**src/inc/dma_pkg.sv**
```systemverilog
// package: constants, codes and carrier types of the dma channel controller
// assumes one clock domain; the controller and the bench files import this package
package dma_pkg;
	localparam int NCH = 4;
	localparam int AW  = 8;
	// register map: channel in addr[6:5], register in addr[4:2]
	localparam logic [2:0] REG_CTRL = 3'h0;
	localparam logic [2:0] REG_SEL  = 3'h1;
	localparam logic [2:0] REG_STA  = 3'h2;
	localparam logic [2:0] REG_STB  = 3'h3;
	localparam logic [2:0] REG_PAD  = 3'h4;
	localparam logic [2:0] REG_CNT  = 3'h5;
	localparam logic [2:0] REG_STAT = 3'h6;
	localparam int CH_LSB  = 5;
	localparam int REG_LSB = 2;
	// ctrl word fields
	localparam int CTRL_EN    = 0;
	localparam int CTRL_DIR   = 1;
	localparam int CTRL_BYTE  = 2;
	localparam int CTRL_ONE   = 3;
	localparam int CTRL_PP    = 4;
	localparam int CTRL_HALF  = 5;
	localparam int CTRL_AM    = 6;
	localparam int CTRL_FORCE = 8;
	localparam logic [15:0] RST16 = 16'h0000;
	localparam logic [7:0]  RST8  = 8'h00;
	localparam logic [1:0]  RESP_OK  = 2'h0;
	localparam logic [1:0]  RESP_ERR = 2'h2;
	// addressing modes
	localparam logic [1:0] AM_INC   = 2'h0;
	localparam logic [1:0] AM_FIXED = 2'h1;
	localparam logic [1:0] AM_PIA   = 2'h2;
	// request-select codes
	localparam logic [7:0] SEL_EXT0  = 8'h00;
	localparam logic [7:0] SEL_CAP1  = 8'h01;
	localparam logic [7:0] SEL_CAP2  = 8'h05;
	localparam logic [7:0] SEL_CAP3  = 8'h25;
	localparam logic [7:0] SEL_CAP4  = 8'h26;
	localparam logic [7:0] SEL_CMP1  = 8'h02;
	localparam logic [7:0] SEL_CMP2  = 8'h06;
	localparam logic [7:0] SEL_CMP3  = 8'h19;
	localparam logic [7:0] SEL_CMP4  = 8'h1A;
	localparam logic [7:0] SEL_TMR2  = 8'h07;
	localparam logic [7:0] SEL_TMR3  = 8'h08;
	localparam logic [7:0] SEL_TMR4  = 8'h1B;
	localparam logic [7:0] SEL_TMR5  = 8'h1C;
	localparam logic [7:0] SEL_SRX1  = 8'h0B;
	localparam logic [7:0] SEL_STX1  = 8'h0C;
	localparam logic [7:0] SEL_BCRX  = 8'h22;
	localparam logic [7:0] SEL_BCTX  = 8'h46;
	localparam logic [7:0] SEL_CONV  = 8'h0D;
	// peripheral data addresses
	localparam logic [15:0] PAD_CAP1  = 16'h0144;
	localparam logic [15:0] PAD_CAP_STEP = 16'h0008;
	localparam logic [15:0] PAD_CMP2P = 16'h0910;
	localparam logic [15:0] PAD_CMP2S = 16'h090E;
	localparam logic [15:0] PAD_SRX1  = 16'h0226;
	localparam logic [15:0] PAD_STX1  = 16'h0224;
	localparam logic [15:0] PAD_BCRX  = 16'h0440;
	localparam logic [15:0] PAD_BCTX  = 16'h0442;
	localparam logic [15:0] PAD_CONV  = 16'h0300;

	typedef enum logic [3:0] {
		ST_IDLE = 4'b0001,
		ST_RD   = 4'b0010,
		ST_WR   = 4'b0100,
		ST_END  = 4'b1000
	} state_t;

	// one access towards sram or a peripheral register
	typedef struct packed {
		logic        valid;
		logic        write;
		logic        wide;
		logic [15:0] addr;
		logic [15:0] wdata;
	} mem_req_t;

	// default peripheral address loaded when a source is selected
	function automatic logic [15:0] default_pad(input logic [7:0] code);
		case (code)
			SEL_CAP1: default_pad = PAD_CAP1;
			SEL_CAP2: default_pad = 16'(PAD_CAP1 + PAD_CAP_STEP);
			SEL_CAP3: default_pad = 16'(PAD_CAP1 + 2 * PAD_CAP_STEP);
			SEL_CAP4: default_pad = 16'(PAD_CAP1 + 3 * PAD_CAP_STEP);
			SEL_CMP2: default_pad = PAD_CMP2P;
			SEL_SRX1: default_pad = PAD_SRX1;
			SEL_STX1: default_pad = PAD_STX1;
			SEL_BCRX: default_pad = PAD_BCRX;
			SEL_BCTX: default_pad = PAD_BCTX;
			SEL_CONV: default_pad = PAD_CONV;
			default:  default_pad = RST16;
		endcase
	endfunction
endpackage

```
**src/rtl/dma_channel_controller.sv**
```systemverilog
// four-channel dma controller with axi4-lite register slave
// assumes one clock; memory port answers with a one-cycle mem_ack
// What this block does
// - timer events and external interrupts may trigger transfers.
// - each channel moves data one way only, set by its direction bit.
// - fixed channel-number priority picks one; others stay pending.
// - interrupt after whole block, or at the half point if chosen.
// - post-increment memory addressing mode.
// - fixed memory address mode.
// - peripheral-indirect mode uses the address the peripheral supplies.
// - byte or word transfers per channel.
// - transfers start by software force or by selected peripheral request.
// - one-shot stops after one block; auto-repeat restarts it.
// - ping-pong alternates between two sram start addresses per block.
// - eight-bit request-select field chooses the request source.
// - code zero selects external interrupt zero, no peripheral address.
// - capture sources codes and buffer addresses from 0x0144 step 8.
// - compare sources codes; compare registers 0x0910 and 0x090E.
// - serial receiver code 0x0B reads address 0x0226.
// - serial transmitter code 0x0C writes address 0x0224.
// - bus-controller receive code 0x22 reads address 0x0440.
// - bus-controller transmit code 0x46 writes address 0x0442.
// - converter-done code 0x0D reads address 0x0300.
//
// The placing of the registers and register access over AXI4-Lite were chosen for this implementation.
`timescale 1ns/1ps
`default_nettype none
module dma_channel_controller #(
	parameter int EVT_W = 128,
	parameter int CNT_W = 16
) (
	input  wire logic                 aclk,
	input  wire logic                 aresetn,
	input  wire logic                 ce,
	input  wire logic [dma_pkg::AW-1:0] s_axi_awaddr,
	input  wire logic                 s_axi_awvalid,
	output logic                      s_axi_awready,
	input  wire logic [31:0]          s_axi_wdata,
	input  wire logic [3:0]           s_axi_wstrb,
	input  wire logic                 s_axi_wvalid,
	output logic                      s_axi_wready,
	output logic [1:0]                s_axi_bresp,
	output logic                      s_axi_bvalid,
	input  wire logic                 s_axi_bready,
	input  wire logic [dma_pkg::AW-1:0] s_axi_araddr,
	input  wire logic                 s_axi_arvalid,
	output logic                      s_axi_arready,
	output logic [31:0]               s_axi_rdata,
	output logic [1:0]                s_axi_rresp,
	output logic                      s_axi_rvalid,
	input  wire logic                 s_axi_rready,
	input  wire logic [EVT_W-1:0]     event_in,
	input  wire logic [15:0]          pia_addr,
	output dma_pkg::mem_req_t         mem_req,
	input  wire logic                 mem_ack,
	input  wire logic [15:0]          mem_rdata,
	output logic [dma_pkg::NCH-1:0]   chan_irq
);
	import dma_pkg::*;

	logic [15:0]      ctrl_reg [NCH];
	logic [7:0]       sel_reg  [NCH];
	logic [15:0]      sta_reg  [NCH];
	logic [15:0]      stb_reg  [NCH];
	logic [15:0]      pad_reg  [NCH];
	logic [CNT_W-1:0] cnt_reg  [NCH];
	logic [NCH-1:0]   pend_reg;
	logic [NCH-1:0]   done_reg;
	logic [NCH-1:0]   half_reg;
	logic [AW-1:0]    aw_addr_reg;
	logic [31:0]      w_data_reg;
	logic [3:0]       w_strb_reg;
	logic             aw_have_reg;
	logic             w_have_reg;
	state_t           state_reg;
	logic [1:0]       cur_reg;
	logic [15:0]      data_reg;
	logic [15:0]      pia_reg;
	logic [EVT_W-1:0] evt_s;
	logic [EVT_W-1:0] evt_d_reg;
	logic [EVT_W-1:0] evt_rise;
	logic [CNT_W-1:0] idx      [NCH];
	logic [NCH-1:0]   pp;
	logic [NCH-1:0]   at_last;
	logic [NCH-1:0]   at_half;
	logic [NCH-1:0]   trig;
	logic [NCH-1:0]   restart;
	logic [NCH-1:0]   step;
	logic             wr_go;
	logic [1:0]       wr_ch;
	logic [2:0]       wr_idx;
	logic             wr_ok;
	logic [1:0]       rd_ch;
	logic [2:0]       rd_idx;
	logic             any_pend;
	logic [1:0]       win;
	logic [15:0]      sram_addr;
	logic [15:0]      cur_ctrl;
	logic             blk_end;

	// request lines come from outside logic: synchronise, then rising edge
	evt_sync #(.W(EVT_W)) u_sync (
		.aclk    (aclk),
		.aresetn (aresetn),
		.ce      (ce),
		.d       (event_in),
		.q       (evt_s)
	);

	always_ff @(posedge aclk)
	begin
		if (!aresetn)
			evt_d_reg <= '0;
		else if (ce)
			evt_d_reg <= evt_s;
	end

	assign evt_rise = evt_s & ~evt_d_reg;

	// write and read decode
	assign wr_go  = aw_have_reg && w_have_reg && !s_axi_bvalid;
	assign wr_ch  = aw_addr_reg[CH_LSB+1:CH_LSB];
	assign wr_idx = aw_addr_reg[CH_LSB-1:REG_LSB];
	assign wr_ok  = !aw_addr_reg[AW-1] && (wr_idx <= REG_STAT);
	assign rd_ch  = s_axi_araddr[CH_LSB+1:CH_LSB];
	assign rd_idx = s_axi_araddr[CH_LSB-1:REG_LSB];

	// per-channel context and trigger terms
	genvar g;
	generate
		for (g = 0; g < NCH; g++)
		begin : gen_ch
			// selected source, only while enabled
			assign trig[g] = ctrl_reg[g][CTRL_EN] && !sel_reg[g][7]
				&& evt_rise[sel_reg[g][6:0]];
			assign restart[g] = wr_go && wr_ok && (wr_ch == 2'(g))
				&& (wr_idx == REG_CTRL) && w_data_reg[CTRL_EN]
				&& !ctrl_reg[g][CTRL_EN];
			assign step[g] = (state_reg == ST_WR) && mem_ack && (cur_reg == 2'(g));
			chan_ctx #(.CW(CNT_W)) u_ctx (
				.aclk    (aclk),
				.aresetn (aresetn),
				.ce      (ce),
				.restart (restart[g]),
				.step    (step[g]),
				.pp_en   (ctrl_reg[g][CTRL_PP]),
				.last    (cnt_reg[g]),
				.idx_reg (idx[g]),
				.pp_reg  (pp[g]),
				.at_last (at_last[g]),
				.at_half (at_half[g])
			);
		end
	endgenerate

	// fixed priority: lowest channel number wins
	always_comb
	begin
		win = 2'h0;
		for (int i = NCH - 1; i >= 0; i--)
			if (pend_reg[i])
				win = 2'(i);
	end

	assign any_pend = |pend_reg;
	assign cur_ctrl = ctrl_reg[cur_reg];
	assign blk_end  = at_last[cur_reg];

	// sram side address of the current transfer
	always_comb
	begin
		sram_addr = pp[win] ? stb_reg[win] : sta_reg[win];
		if (ctrl_reg[win][CTRL_AM+1:CTRL_AM] == AM_INC)
			sram_addr = 16'(sram_addr + (ctrl_reg[win][CTRL_BYTE] ? 16'(idx[win])
				: 16'(idx[win] << 1)));
		else if (ctrl_reg[win][CTRL_AM+1:CTRL_AM] == AM_PIA)
			sram_addr = pia_addr;
	end

	// axi write address and data capture, either order
	always_ff @(posedge aclk)
	begin
		if (!aresetn)
		begin
			aw_have_reg   <= 1'b0;
			w_have_reg    <= 1'b0;
			s_axi_awready <= 1'b1;
			s_axi_wready  <= 1'b1;
			aw_addr_reg   <= '0;
			w_data_reg    <= '0;
			w_strb_reg    <= '0;
		end
		else if (ce)
		begin
			if (s_axi_awvalid && s_axi_awready)
			begin
				aw_addr_reg   <= s_axi_awaddr;
				aw_have_reg   <= 1'b1;
				s_axi_awready <= 1'b0;
			end
			if (s_axi_wvalid && s_axi_wready)
			begin
				w_data_reg   <= s_axi_wdata;
				w_strb_reg   <= s_axi_wstrb;
				w_have_reg   <= 1'b1;
				s_axi_wready <= 1'b0;
			end
			if (s_axi_bvalid && s_axi_bready)
			begin
				aw_have_reg   <= 1'b0;
				w_have_reg    <= 1'b0;
				s_axi_awready <= 1'b1;
				s_axi_wready  <= 1'b1;
			end
		end
	end

	// write response
	always_ff @(posedge aclk)
	begin
		if (!aresetn)
		begin
			s_axi_bvalid <= 1'b0;
			s_axi_bresp  <= RESP_OK;
		end
		else if (ce)
		begin
			if (wr_go)
			begin
				s_axi_bvalid <= 1'b1;
				s_axi_bresp  <= wr_ok ? RESP_OK : RESP_ERR;
			end
			else if (s_axi_bready)
				s_axi_bvalid <= 1'b0;
		end
	end

	// configuration registers; written only when byte lane 0 is strobed
	always_ff @(posedge aclk)
	begin
		if (!aresetn)
		begin
			for (int i = 0; i < NCH; i++)
			begin
				ctrl_reg[i] <= RST16;
				sel_reg[i]  <= RST8;
				sta_reg[i]  <= RST16;
				stb_reg[i]  <= RST16;
				pad_reg[i]  <= RST16;
				cnt_reg[i]  <= '0;
			end
		end
		else if (ce)
		begin
			if (wr_go && wr_ok && w_strb_reg[0])
			begin
				if (wr_idx == REG_CTRL)
					ctrl_reg[wr_ch] <= {8'h00, w_data_reg[7:0]};
				else if (wr_idx == REG_SEL)
				begin
					sel_reg[wr_ch] <= w_data_reg[7:0];
					pad_reg[wr_ch] <= default_pad(w_data_reg[7:0]);
				end
				else if (wr_idx == REG_STA)
					sta_reg[wr_ch] <= w_data_reg[15:0];
				else if (wr_idx == REG_STB)
					stb_reg[wr_ch] <= w_data_reg[15:0];
				else if (wr_idx == REG_PAD)
					pad_reg[wr_ch] <= w_data_reg[15:0];
				else if (wr_idx == REG_CNT)
					cnt_reg[wr_ch] <= w_data_reg[CNT_W-1:0];
			end
			// one-shot disables itself at block end
			if (step[cur_reg] && blk_end && cur_ctrl[CTRL_ONE])
				ctrl_reg[cur_reg][CTRL_EN] <= 1'b0;
		end
	end

	// pending requests; a new request beats the clear of a served one
	always_ff @(posedge aclk)
	begin
		if (!aresetn)
			pend_reg <= '0;
		else if (ce)
		begin
			for (int i = 0; i < NCH; i++)
			begin
				if (trig[i] || (wr_go && wr_ok && wr_ch == 2'(i) && wr_idx == REG_CTRL
					&& w_data_reg[CTRL_FORCE] && w_data_reg[CTRL_EN]))
					pend_reg[i] <= 1'b1;
				else if (state_reg == ST_IDLE && any_pend && win == 2'(i))
					pend_reg[i] <= 1'b0;
				else if (!ctrl_reg[i][CTRL_EN])
					pend_reg[i] <= 1'b0;
			end
		end
	end

	// status flags: hardware set wins over write-one-to-clear
	always_ff @(posedge aclk)
	begin
		if (!aresetn)
		begin
			done_reg <= '0;
			half_reg <= '0;
			chan_irq <= '0;
		end
		else if (ce)
		begin
			for (int i = 0; i < NCH; i++)
			begin
				chan_irq[i] <= step[i] && (ctrl_reg[i][CTRL_HALF] ? at_half[i]
					: at_last[i]);
				if (step[i] && at_last[i])
					done_reg[i] <= 1'b1;
				else if (wr_go && wr_ok && wr_ch == 2'(i) && wr_idx == REG_STAT
					&& w_data_reg[0])
					done_reg[i] <= 1'b0;
				if (step[i] && at_half[i])
					half_reg[i] <= 1'b1;
				else if (wr_go && wr_ok && wr_ch == 2'(i) && wr_idx == REG_STAT
					&& w_data_reg[1])
					half_reg[i] <= 1'b0;
			end
		end
	end

	// transfer engine: read source, then write destination
	always_ff @(posedge aclk)
	begin
		if (!aresetn)
		begin
			state_reg <= ST_IDLE;
			cur_reg   <= 2'h0;
			mem_req   <= '0;
			data_reg  <= RST16;
			pia_reg   <= RST16;
		end
		else if (ce)
		begin
			case (state_reg)
				ST_IDLE:
				begin
					if (any_pend)
					begin
						cur_reg       <= win;
						pia_reg       <= sram_addr;
						mem_req.valid <= 1'b1;
						mem_req.write <= 1'b0;
						mem_req.wide  <= !ctrl_reg[win][CTRL_BYTE];
						mem_req.addr  <= ctrl_reg[win][CTRL_DIR] ? sram_addr
							: pad_reg[win];
						state_reg     <= ST_RD;
					end
				end
				ST_RD:
				begin
					if (mem_ack)
					begin
						data_reg      <= mem_rdata;
						mem_req.write <= 1'b1;
						mem_req.addr  <= cur_ctrl[CTRL_DIR] ? pad_reg[cur_reg] : pia_reg;
						mem_req.wdata <= cur_ctrl[CTRL_BYTE] ? {8'h00, mem_rdata[7:0]}
							: mem_rdata;
						state_reg     <= ST_WR;
					end
				end
				ST_WR:
				begin
					if (mem_ack)
					begin
						mem_req.valid <= 1'b0;
						mem_req.write <= 1'b0;
						state_reg     <= ST_END;
					end
				end
				ST_END:
					state_reg <= ST_IDLE;
				default:
					state_reg <= ST_IDLE;
			endcase
		end
	end

	// read channel
	always_ff @(posedge aclk)
	begin
		if (!aresetn)
		begin
			s_axi_arready <= 1'b1;
			s_axi_rvalid  <= 1'b0;
			s_axi_rdata   <= '0;
			s_axi_rresp   <= RESP_OK;
		end
		else if (ce)
		begin
			if (s_axi_arvalid && s_axi_arready)
			begin
				s_axi_arready <= 1'b0;
				s_axi_rvalid  <= 1'b1;
				s_axi_rresp   <= RESP_OK;
				if (s_axi_araddr[AW-1])
				begin
					s_axi_rdata <= '0;
					s_axi_rresp <= RESP_ERR;
				end
				else if (rd_idx == REG_CTRL)
					s_axi_rdata <= {16'h0000, ctrl_reg[rd_ch]};
				else if (rd_idx == REG_SEL)
					s_axi_rdata <= {24'h000000, sel_reg[rd_ch]};
				else if (rd_idx == REG_STA)
					s_axi_rdata <= {16'h0000, sta_reg[rd_ch]};
				else if (rd_idx == REG_STB)
					s_axi_rdata <= {16'h0000, stb_reg[rd_ch]};
				else if (rd_idx == REG_PAD)
					s_axi_rdata <= {16'h0000, pad_reg[rd_ch]};
				else if (rd_idx == REG_CNT)
					s_axi_rdata <= 32'(cnt_reg[rd_ch]);
				else if (rd_idx == REG_STAT)
					s_axi_rdata <= {16'h0000, 16'(idx[rd_ch]) << 4
						| {12'h000, pend_reg[rd_ch], pp[rd_ch], half_reg[rd_ch],
						done_reg[rd_ch]}};
				else
				begin
					s_axi_rdata <= '0;
					s_axi_rresp <= RESP_ERR;
				end
			end
			else if (s_axi_rvalid && s_axi_rready)
			begin
				s_axi_rvalid  <= 1'b0;
				s_axi_arready <= 1'b1;
			end
		end
	end
endmodule
`default_nettype wire

```
**src/rtl/evt_sync.sv**
```systemverilog
// two-stage synchroniser for the request lines
// assumes aclk domain, synchronous active-low reset, clock enable
`timescale 1ns/1ps
`default_nettype none
module evt_sync #(
	parameter int W = 128
) (
	input  wire logic         aclk,
	input  wire logic         aresetn,
	input  wire logic         ce,
	input  wire logic [W-1:0] d,
	output logic      [W-1:0] q
);
	logic [W-1:0] meta_reg;

	// first stage feeds only the second
	always_ff @(posedge aclk)
	begin
		if (!aresetn)
		begin
			meta_reg <= '0;
			q        <= '0;
		end
		else if (ce)
		begin
			meta_reg <= d;
			q        <= meta_reg;
		end
	end
endmodule
`default_nettype wire

```
**src/rtl/chan_ctx.sv**
```systemverilog
// per-channel block position and ping-pong buffer select
// assumes aclk domain; step comes once per finished transfer
`timescale 1ns/1ps
`default_nettype none
module chan_ctx #(
	parameter int CW = 16
) (
	input  wire logic          aclk,
	input  wire logic          aresetn,
	input  wire logic          ce,
	input  wire logic          restart,
	input  wire logic          step,
	input  wire logic          pp_en,
	input  wire logic [CW-1:0] last,
	output logic      [CW-1:0] idx_reg,
	output logic               pp_reg,
	output logic               at_last,
	output logic               at_half
);
	logic [CW:0] half_pt;

	// block ends after last+1 transfers; half point at (last+1)/2
	assign half_pt = ({1'b0, last} + (CW+1)'(1)) >> 1;
	assign at_last = (idx_reg == last);
	assign at_half = ({1'b0, idx_reg} + 1'b1) == half_pt;

	// position and buffer select
	always_ff @(posedge aclk)
	begin
		if (!aresetn)
		begin
			idx_reg <= '0;
			pp_reg  <= 1'b0;
		end
		else if (ce)
		begin
			if (restart)
			begin
				idx_reg <= '0;
				pp_reg  <= 1'b0;
			end
			else if (step && at_last)
			begin
				idx_reg <= '0;
				pp_reg  <= pp_en ? !pp_reg : 1'b0;
			end
			else if (step)
				idx_reg <= CW'(idx_reg + 1'b1);
		end
	end
endmodule
`default_nettype wire

```
**config.mk**
```make
export PLATFORM = sky130hd
export DESIGN_NAME = dma_channel_controller
export DESIGN_NICKNAME = d
export VERILOG_FILES = /design/src/inc/dma_pkg.sv /design/src/rtl/dma_channel_controller.sv /design/src/rtl/evt_sync.sv /design/src/rtl/chan_ctx.sv
export SDC_FILE = /design/constraint.sdc
export NUM_CORES = 2
export LEC_CHECK = 0
export BUFFER_PORTS_ARGS = -buffer_cell sky130_fd_sc_hd__buf_2
export CAP_MARGIN = 20
export CORE_MARGIN = 2
export CORE_UTILIZATION = 40
export DETAILED_ROUTE_END_ITERATION = 8
export GPL_TIMING_DRIVEN = 0
export PLACE_DENSITY_LB_ADDON = 0.15
export SETUP_SLACK_MARGIN = 0.02
export SLEW_MARGIN = 10
export SYNTH_ARGS = -nofsm -noshare
export SYNTH_HDL_FRONTEND = slang
export SYNTH_HIERARCHICAL = 1
export SYNTH_SLANG_ARGS = --single-unit
```
**constraint.sdc**
```tcl
create_clock -name aclk -period 6.2 [get_ports aclk]
set_input_delay 0.93 -clock aclk [delete_from_list [all_inputs] [get_ports aclk]]
set_output_delay 0.93 -clock aclk [all_outputs]
set_load 0.02 [all_outputs]
```
Word-level counts from Yosys, hierarchy flattened
Memories as Yosys holds them, arrays and structs flattened. A register that Yosys moved wholly into a read port is not among the register bits.
Cells that the tools add are included.
- add/subtract/negate cells: 13
- $mul: 0
- divide/modulo/power cells: 0
- $lt $le $gt $ge: 10
- equal/unequal tests: 50
- shift-type cells: 0
- mux-type cells: 219
- bitwise operators: 6
- reductions and logical operators: 168
- operator list (cell ; count):
    $mux W16 ; 39
    $add A16 B1 Y17 const B ; 8
    $and A128 B128 Y128 ; 1
    $not A128 Y128 ; 1
    $mux W1 ; 126
    $pmux W12 S10 ; 1
    $logic_and A1 B1 Y1 ; 78
    $eq A17 B16 Y1 ; 4
    $add A16 B1 Y16 const B ; 4
    $bmux W16 S2 ; 2
    $eq A16 B16 Y1 ; 4
    $reduce_or A16 Y1 ; 4
    $reduce_and A2 Y1 ; 28
    $mux W2 ; 26
    $reduce_bool A2 Y1 ; 18
    $lt A7 B8 Y1 const B ; 4
    $mux W32 ; 1
    $pmux W16 S2 ; 1
    $bmux W1 S7 ; 4
    $eq A8 B4 Y1 const B ; 3
    $eq A8 B6 Y1 const B ; 3
    $mux W12 ; 2
    $mux W8 ; 3
    $reduce_or A8 Y1 ; 3
    36 further kinds ; 98
- bits in registers: 593
- latch bits: 0
- bits in writable memories: 320
- memory bits (read-only): 0
- bits of input ports: 221
- logic and storage cells: 517
- memories kept: 6
- memory list (name ; words ; width ; rd ports ; clocked after Yosys merged registers in ; write ports ; RTL line ; source):
    cnt_reg ; 4 ; 16 ; 5 ; 0 ; 4 ; dma_channel_controller.sv:66 ; logic [CNT_W-1:0] cnt_reg [NCH];
    pad_reg ; 4 ; 16 ; 3 ; 1 ; 4 ; dma_channel_controller.sv:65 ; logic [15:0] pad_reg [NCH];
    sta_reg ; 4 ; 16 ; 2 ; 0 ; 4 ; dma_channel_controller.sv:63 ; logic [15:0] sta_reg [NCH];
    stb_reg ; 4 ; 16 ; 2 ; 0 ; 4 ; dma_channel_controller.sv:64 ; logic [15:0] stb_reg [NCH];
    ctrl_reg ; 4 ; 8 ; 7 ; 1 ; 4 ; dma_channel_controller.sv:61 ; logic [15:0] ctrl_reg [NCH];
    sel_reg ; 4 ; 8 ; 5 ; 0 ; 4 ; dma_channel_controller.sv:62 ; logic [7:0] sel_reg [NCH];

Logic depth before layout (Yosys ltp)
- depth after elaboration: 14
- depth in mapped cells: 21
- depth with buffers taken out: 17

Hierarchy
Netlist, hierarchy kept.
- modules (own cells, without submodules) (module ; times used ; cells each ; area each (um2) ; seq. area each (um2)):
    dma_channel_controller ; 1 ; 2995 ; 32964.1 ; 14594.0
    evt_sync ; 1 ; 825 ; 9950.8 ; 5124.9
    chan_ctx ; 4 ; 219 ; 1766.7 ; 340.3

Worst setup path after synthesis
Ideal clock, no wire load.
- kind: reg-to-reg
- from: reg pend_reg[1]
- to: reg pia_reg[15]
- library setup time: 0.132 ns
- data arrival time: 4.200 ns
- slack: 1.868 ns
- cell stages (with the launch flop): 21
- clock period less this slack: 4.332 ns
- cell sequence: dfxtp_1 > buf_2 > nor2_2 > nand2_1 > buf_2 > buf_2 > buf_2 > buf_1 > o22a_1 > o221ai_1 > mux2i_1 > ha_1 > a21o_1 > a2111oi_0 > o21ai_0 > a31o_2 > a21oi_1 > xnor2_1 > or4_1 > nand3_1 > a21oi_1
- word-level cells in the longest chain between the ends: 9
- ends and longest elaborated chain (element ; RTL line ; source):
    start, declared ; dma_channel_controller.sv:67 ; logic [NCH-1:0] pend_reg;
    start signal, assigned ; dma_channel_controller.sv:283 ; pend_reg <= '0;
    start signal, assigned by index ; dma_channel_controller.sv:290 ; pend_reg[i] <= 1'b1;
    start signal, assigned by index ; dma_channel_controller.sv:292 ; pend_reg[i] <= 1'b0;
    $mux W2 (2 in a row) ; dma_channel_controller.sv:161 ; if (pend_reg[i])
    $not A2 Y3 (implied by the code) ; dma_channel_controller.sv:174, dma_channel_controller.sv:175 ;
    $bmux W16 S2 ; dma_channel_controller.sv:174, dma_channel_controller.sv:175 ;
    $mux W16 (implied by the code) (2 in a row) ; dma_channel_controller.sv:175 ; : 16'(idx[win] << 1)));
    $mux W16 ; dma_channel_controller.sv:174 ; sram_addr = 16'(sram_addr + (ctrl_reg[win][CTRL_BYTE] ? 16'(idx[win])
    $add A16 B16 Y16 ; dma_channel_controller.sv:174 ;
    $mux W16 ; dma_channel_controller.sv:173 ; if (ctrl_reg[win][CTRL_AM+1:CTRL_AM] == AM_INC)
    end signal, assigned ; dma_channel_controller.sv:347 ; pia_reg <= sram_addr;
    end, declared ; dma_channel_controller.sv:78 ; logic [15:0] pia_reg;
Parallel ways exist; a longest one is shown, timed or not. The select of a mux whose other input is x is not followed.
A chain may end at the register's enable or synchronous reset.

Worst setup path after layout
Same ends and word-level chain as after synthesis.

==> impl_metrics.py <==
metrics = {
    "status": {
        "outcome": "completed",
    },
    "synthesis": {
        "ys.flop_type": "dfxtp_1",
        "synth_top_area_share": 0.2319,
        "post_synth_and_or_nand_nor_area_fraction": 0.1748,
        "synthAdderAreaFrac": 0.006158,
        "ys_warn_count": 6,
        "synth_compound_area_frac": 0.08802,
        "syn_avg_cell_area_um2": 10.64,
        "yosysSeqAreaShare": 0.4218,
        "yosys.area_share.xor_xnor": 0.04236,
        "syn_inst": 4696,
        "synthTopCellsByCount": "dfxtp_1 (579), nor2_1 (491), mux2i_1 (473)",
        "muxShareOfSynthArea": 0.2180,
        "netlist_area_um2": 49980,
        "yosysTopAreaCell": "dfxtp_1",
        "netlist-cell-type-count": 90,
        "synthTopCellsByArea": "dfxtp_1 (23%), edfxtp_1 (19%), mux4_2 (12%)",
        "synth_top_family_by_area": "multiplexers",
        "ys_ff_latch": 895,
        "synth.most_common_cell": "dfxtp_1",
        "synth-edff-count": 316,
        "async_flop_share": 0,
    },
    "worst_hold_path": {
        "hold_class": "in -> reg",
    },
    "clock_tree": {
        "cts_sinks": 895,
        "clkLatencyLatePin_ns": 0.76,
        "cts_max_level": 3,
        "cts_tree": "yes",
        "path_clk_slew_ns": 0.06,
        "cts_setup_buffers": 0,
        "clock_path_buffers": 3,
        "numCtsBuffers": 104,
        "cts_root_buffer": "clkbuf_16",
        "hold_buffers": 0,
    },
    "finish": {
        "fin_cells": 6841,
        "fillers": 11670,
        "finish.net_count": 5355,
        "final_core_util": 0.4645,
        "synthToLayoutAreaGrowth_pct": 15.05,
        "drive_gt1_frac": 0.1840,
        "register_area_um2": 21080,
        "multi_input_area_um2": 26640,
    },
    "die": {
        "row_count": 129,
        "die_w_um": 357.5,
        "initial_core_util": 0.4037,
        "fp.dieH_um": 357.5,
        "top_level_ports": 301,
        "core_area_um2": 123800,
        "dieArea_um2": 127800,
    },
    "worst_setup_path": {
        "slowest_stage": "nor2_2",
        "critical_path_buf_inv_count": 5,
        "critPathCaptureType": "flop",
        "startpoint_type": "flop",
        "critPathRequiredTime_ns": 6.80,
        "slowest_delay_ns": 0.71,
        "crit_fanout": 10,
        "crit_chain": "buf_2 > nor2_2 > nand2_2 > clkbuf_4 > buf_2 > buf_4 > clkbuf_2 > o22a_1 > o221ai_1 > mux2i_2 > ha_1 > a21o_1 > a2111oi_0 > o21ai_0 > a31o_2 > a21oi_1 > xnor2_1 > or4_1 > nand3_1 > a21oi_1",
        "cp_top_family": "compound AO/OA/AOI/OAI gates",
        "critPathArrivalTime_ns": 6.74,
        "critPathKind": "reg -> reg",
    },
    "drt": {
        "totalWireLength_mm": 186.7,
        "avgViaCountPerCell": 5.860,
        "ant_nets": 0,
        "vias": 40090,
        "drt_iter0_drc": 5055,
        "wl_per_cell_um": 27.28,
        "first_pass_iters": 8,
        "drc": 0,
    },
    "global_routing": {
        "grt_pass1_wl_mm": 265.8,
        "grtUsageTotal": 0.2859,
        "grt_pass1_vias": 38570,
        "grt_max_degree": 38,
        "grt_remaining_overflow": 0,
        "antenna_found_initial": 10,
    },
    "pwr": {
        "p_leak_nw": 22.17,
        "peakVddDrop_mv": 0.2508,
        "powerDensity_nw_per_um2": 247.0,
    },
    "timing": {
        "clock.fmax_mhz": 162.9,
        "hold_slack_ns": 0.4253,
        "min_period_ns": 6.140,
        "tns_ns": 0,
        "tightest_slew_ns": 1.197,
        "setup_slack_ns": 0.05951,
        "rsz0062_at_grt": "false",
        "maxSlewViolCount": 0,
        "relSlewSlack": 0.2021,
        "finalCritPeriodShare": 0.9904,
        "finalHoldViolCount": 0,
        "setup_viol": 0,
        "clock_skew_ns": 0.05227,
    },
    "placement": {
        "dp_hpwl_mm": 141.1,
        "placed_cells": 6634,
        "portBuffers": 258,
        "pre_cts_ws_ns": -0.8003,
        "gp_congestion": 1.009,
    },
    "run": {
        "drv_cap": 0,
    },
}
## cell usage in the layout (no fill, tap or decap), types with 56 or more instances in the layout
| cell | n |
|---|---|
| mux2i_1 | 472 |
| and3_1 | 101 |
| xnor2_1 | 181 |
| clkbuf_1 | 232 |
| nand2_1 | 283 |
| nor2_1 | 491 |
| inv_1 | 75 |
| mux4_2 | 271 |
| buf_2 | 320 |
| o21ai_0 | 83 |
| clkbuf_16 | 106 |
| a21oi_1 | 155 |
| nand3_1 | 85 |
| nor2b_1 | 366 |
| dfxtp_1 | 579 |
| edfxtp_1 | 316 |
| o221ai_1 | 56 |
| nand2b_1 | 89 |
## cell families (layout without fill, tap and decap cells)
kind of cell,count (synthesis),count (layout)
AO/OA/AOI/OAI,639,639
XOR/XNOR,232,232
adder cells (fa/ha/maj),24,24
buffers and inverters,469,958
flip-flops,895,895
multiplexers,749,749
other,1,20
AND/OR/NAND/NOR,1687,1687
## tightest hold or removal path, delay by kind of cell
family	cells	cell delay [ns]
and+or+nand+nor	1	0.05
buffers and inverters	1	0.09
AOI/OAI and AO/OA	1	0.05
## per-stage QoR
stage / power (W) / cell area (um^2)
after CTS: 0.01427 / 57370
after global placement: 0.007808 / 53390
after global routing: 0.01460 / 57500
final: 0.01420 / 57500
after detailed placement: 0.007839 / 53750
after floorplan: 0.007295 / 50050
## power breakdown
group	internal (W)	total (W)	switching (W)
Combinational	0.000549	0.00133	0.000785
Sequential	0.00625	0.00641	0.000164
Clock	0.00374	0.00646	0.00272
## final cells by class
| class | instances | share of cell area |
|---|---|---|
| Antenna cell | 2 | 0.00008703 |
| Buffer | 392 | 0.03786 |
| Clock buffer | 135 | 0.05046 |
| Clock inverter | 63 | 0.01197 |
| Inverter | 76 | 0.004961 |
| Multi-Input combinational cell | 3349 | 0.4632 |
| Sequential cell | 895 | 0.3666 |
| Tap cell | 1637 | 0.03562 |
| Timing Repair Buffer | 292 | 0.02927 |
## timing repair
| item | 4_1_cts | 5_1_grt |
|---|---|---|
| gates resized for setup | 13 | 10 |
| pin swaps | 0 | 0 |
| endpoints found under the setup margin | 21 | 8 |
## worst paths after layout
| kind | start | endpoint | slack [ns] | cells after the start |
|---|---|---|---|---|
| setup / recovery | pend_reg[1] | pia_reg[15] | 0.06 | 20 |
| hold / removal | s_axi_wdata[11] | w_data_reg[11] | 0.43 | 3 |
| setup reg to reg | pend_reg[1] | pia_reg[15] | 0.06 | 20 |
| hold reg to reg | mem_req[6] | mem_req[6] | 0.45 | 2 |
## layer usage
layer | global-route usage | up-vias | wire (um)
met3 | 0.07242 | 461 | 18330
met2 | 0.4399 | 2042 | 83020
met1 | 0.3695 | 19620 | 74410
met4 | 0.1545 | 12 | 10820
li1 | - | 17950 | -
met5 | 0 | - | 76
No activity file was read; power rests on OpenSTA's default activity.
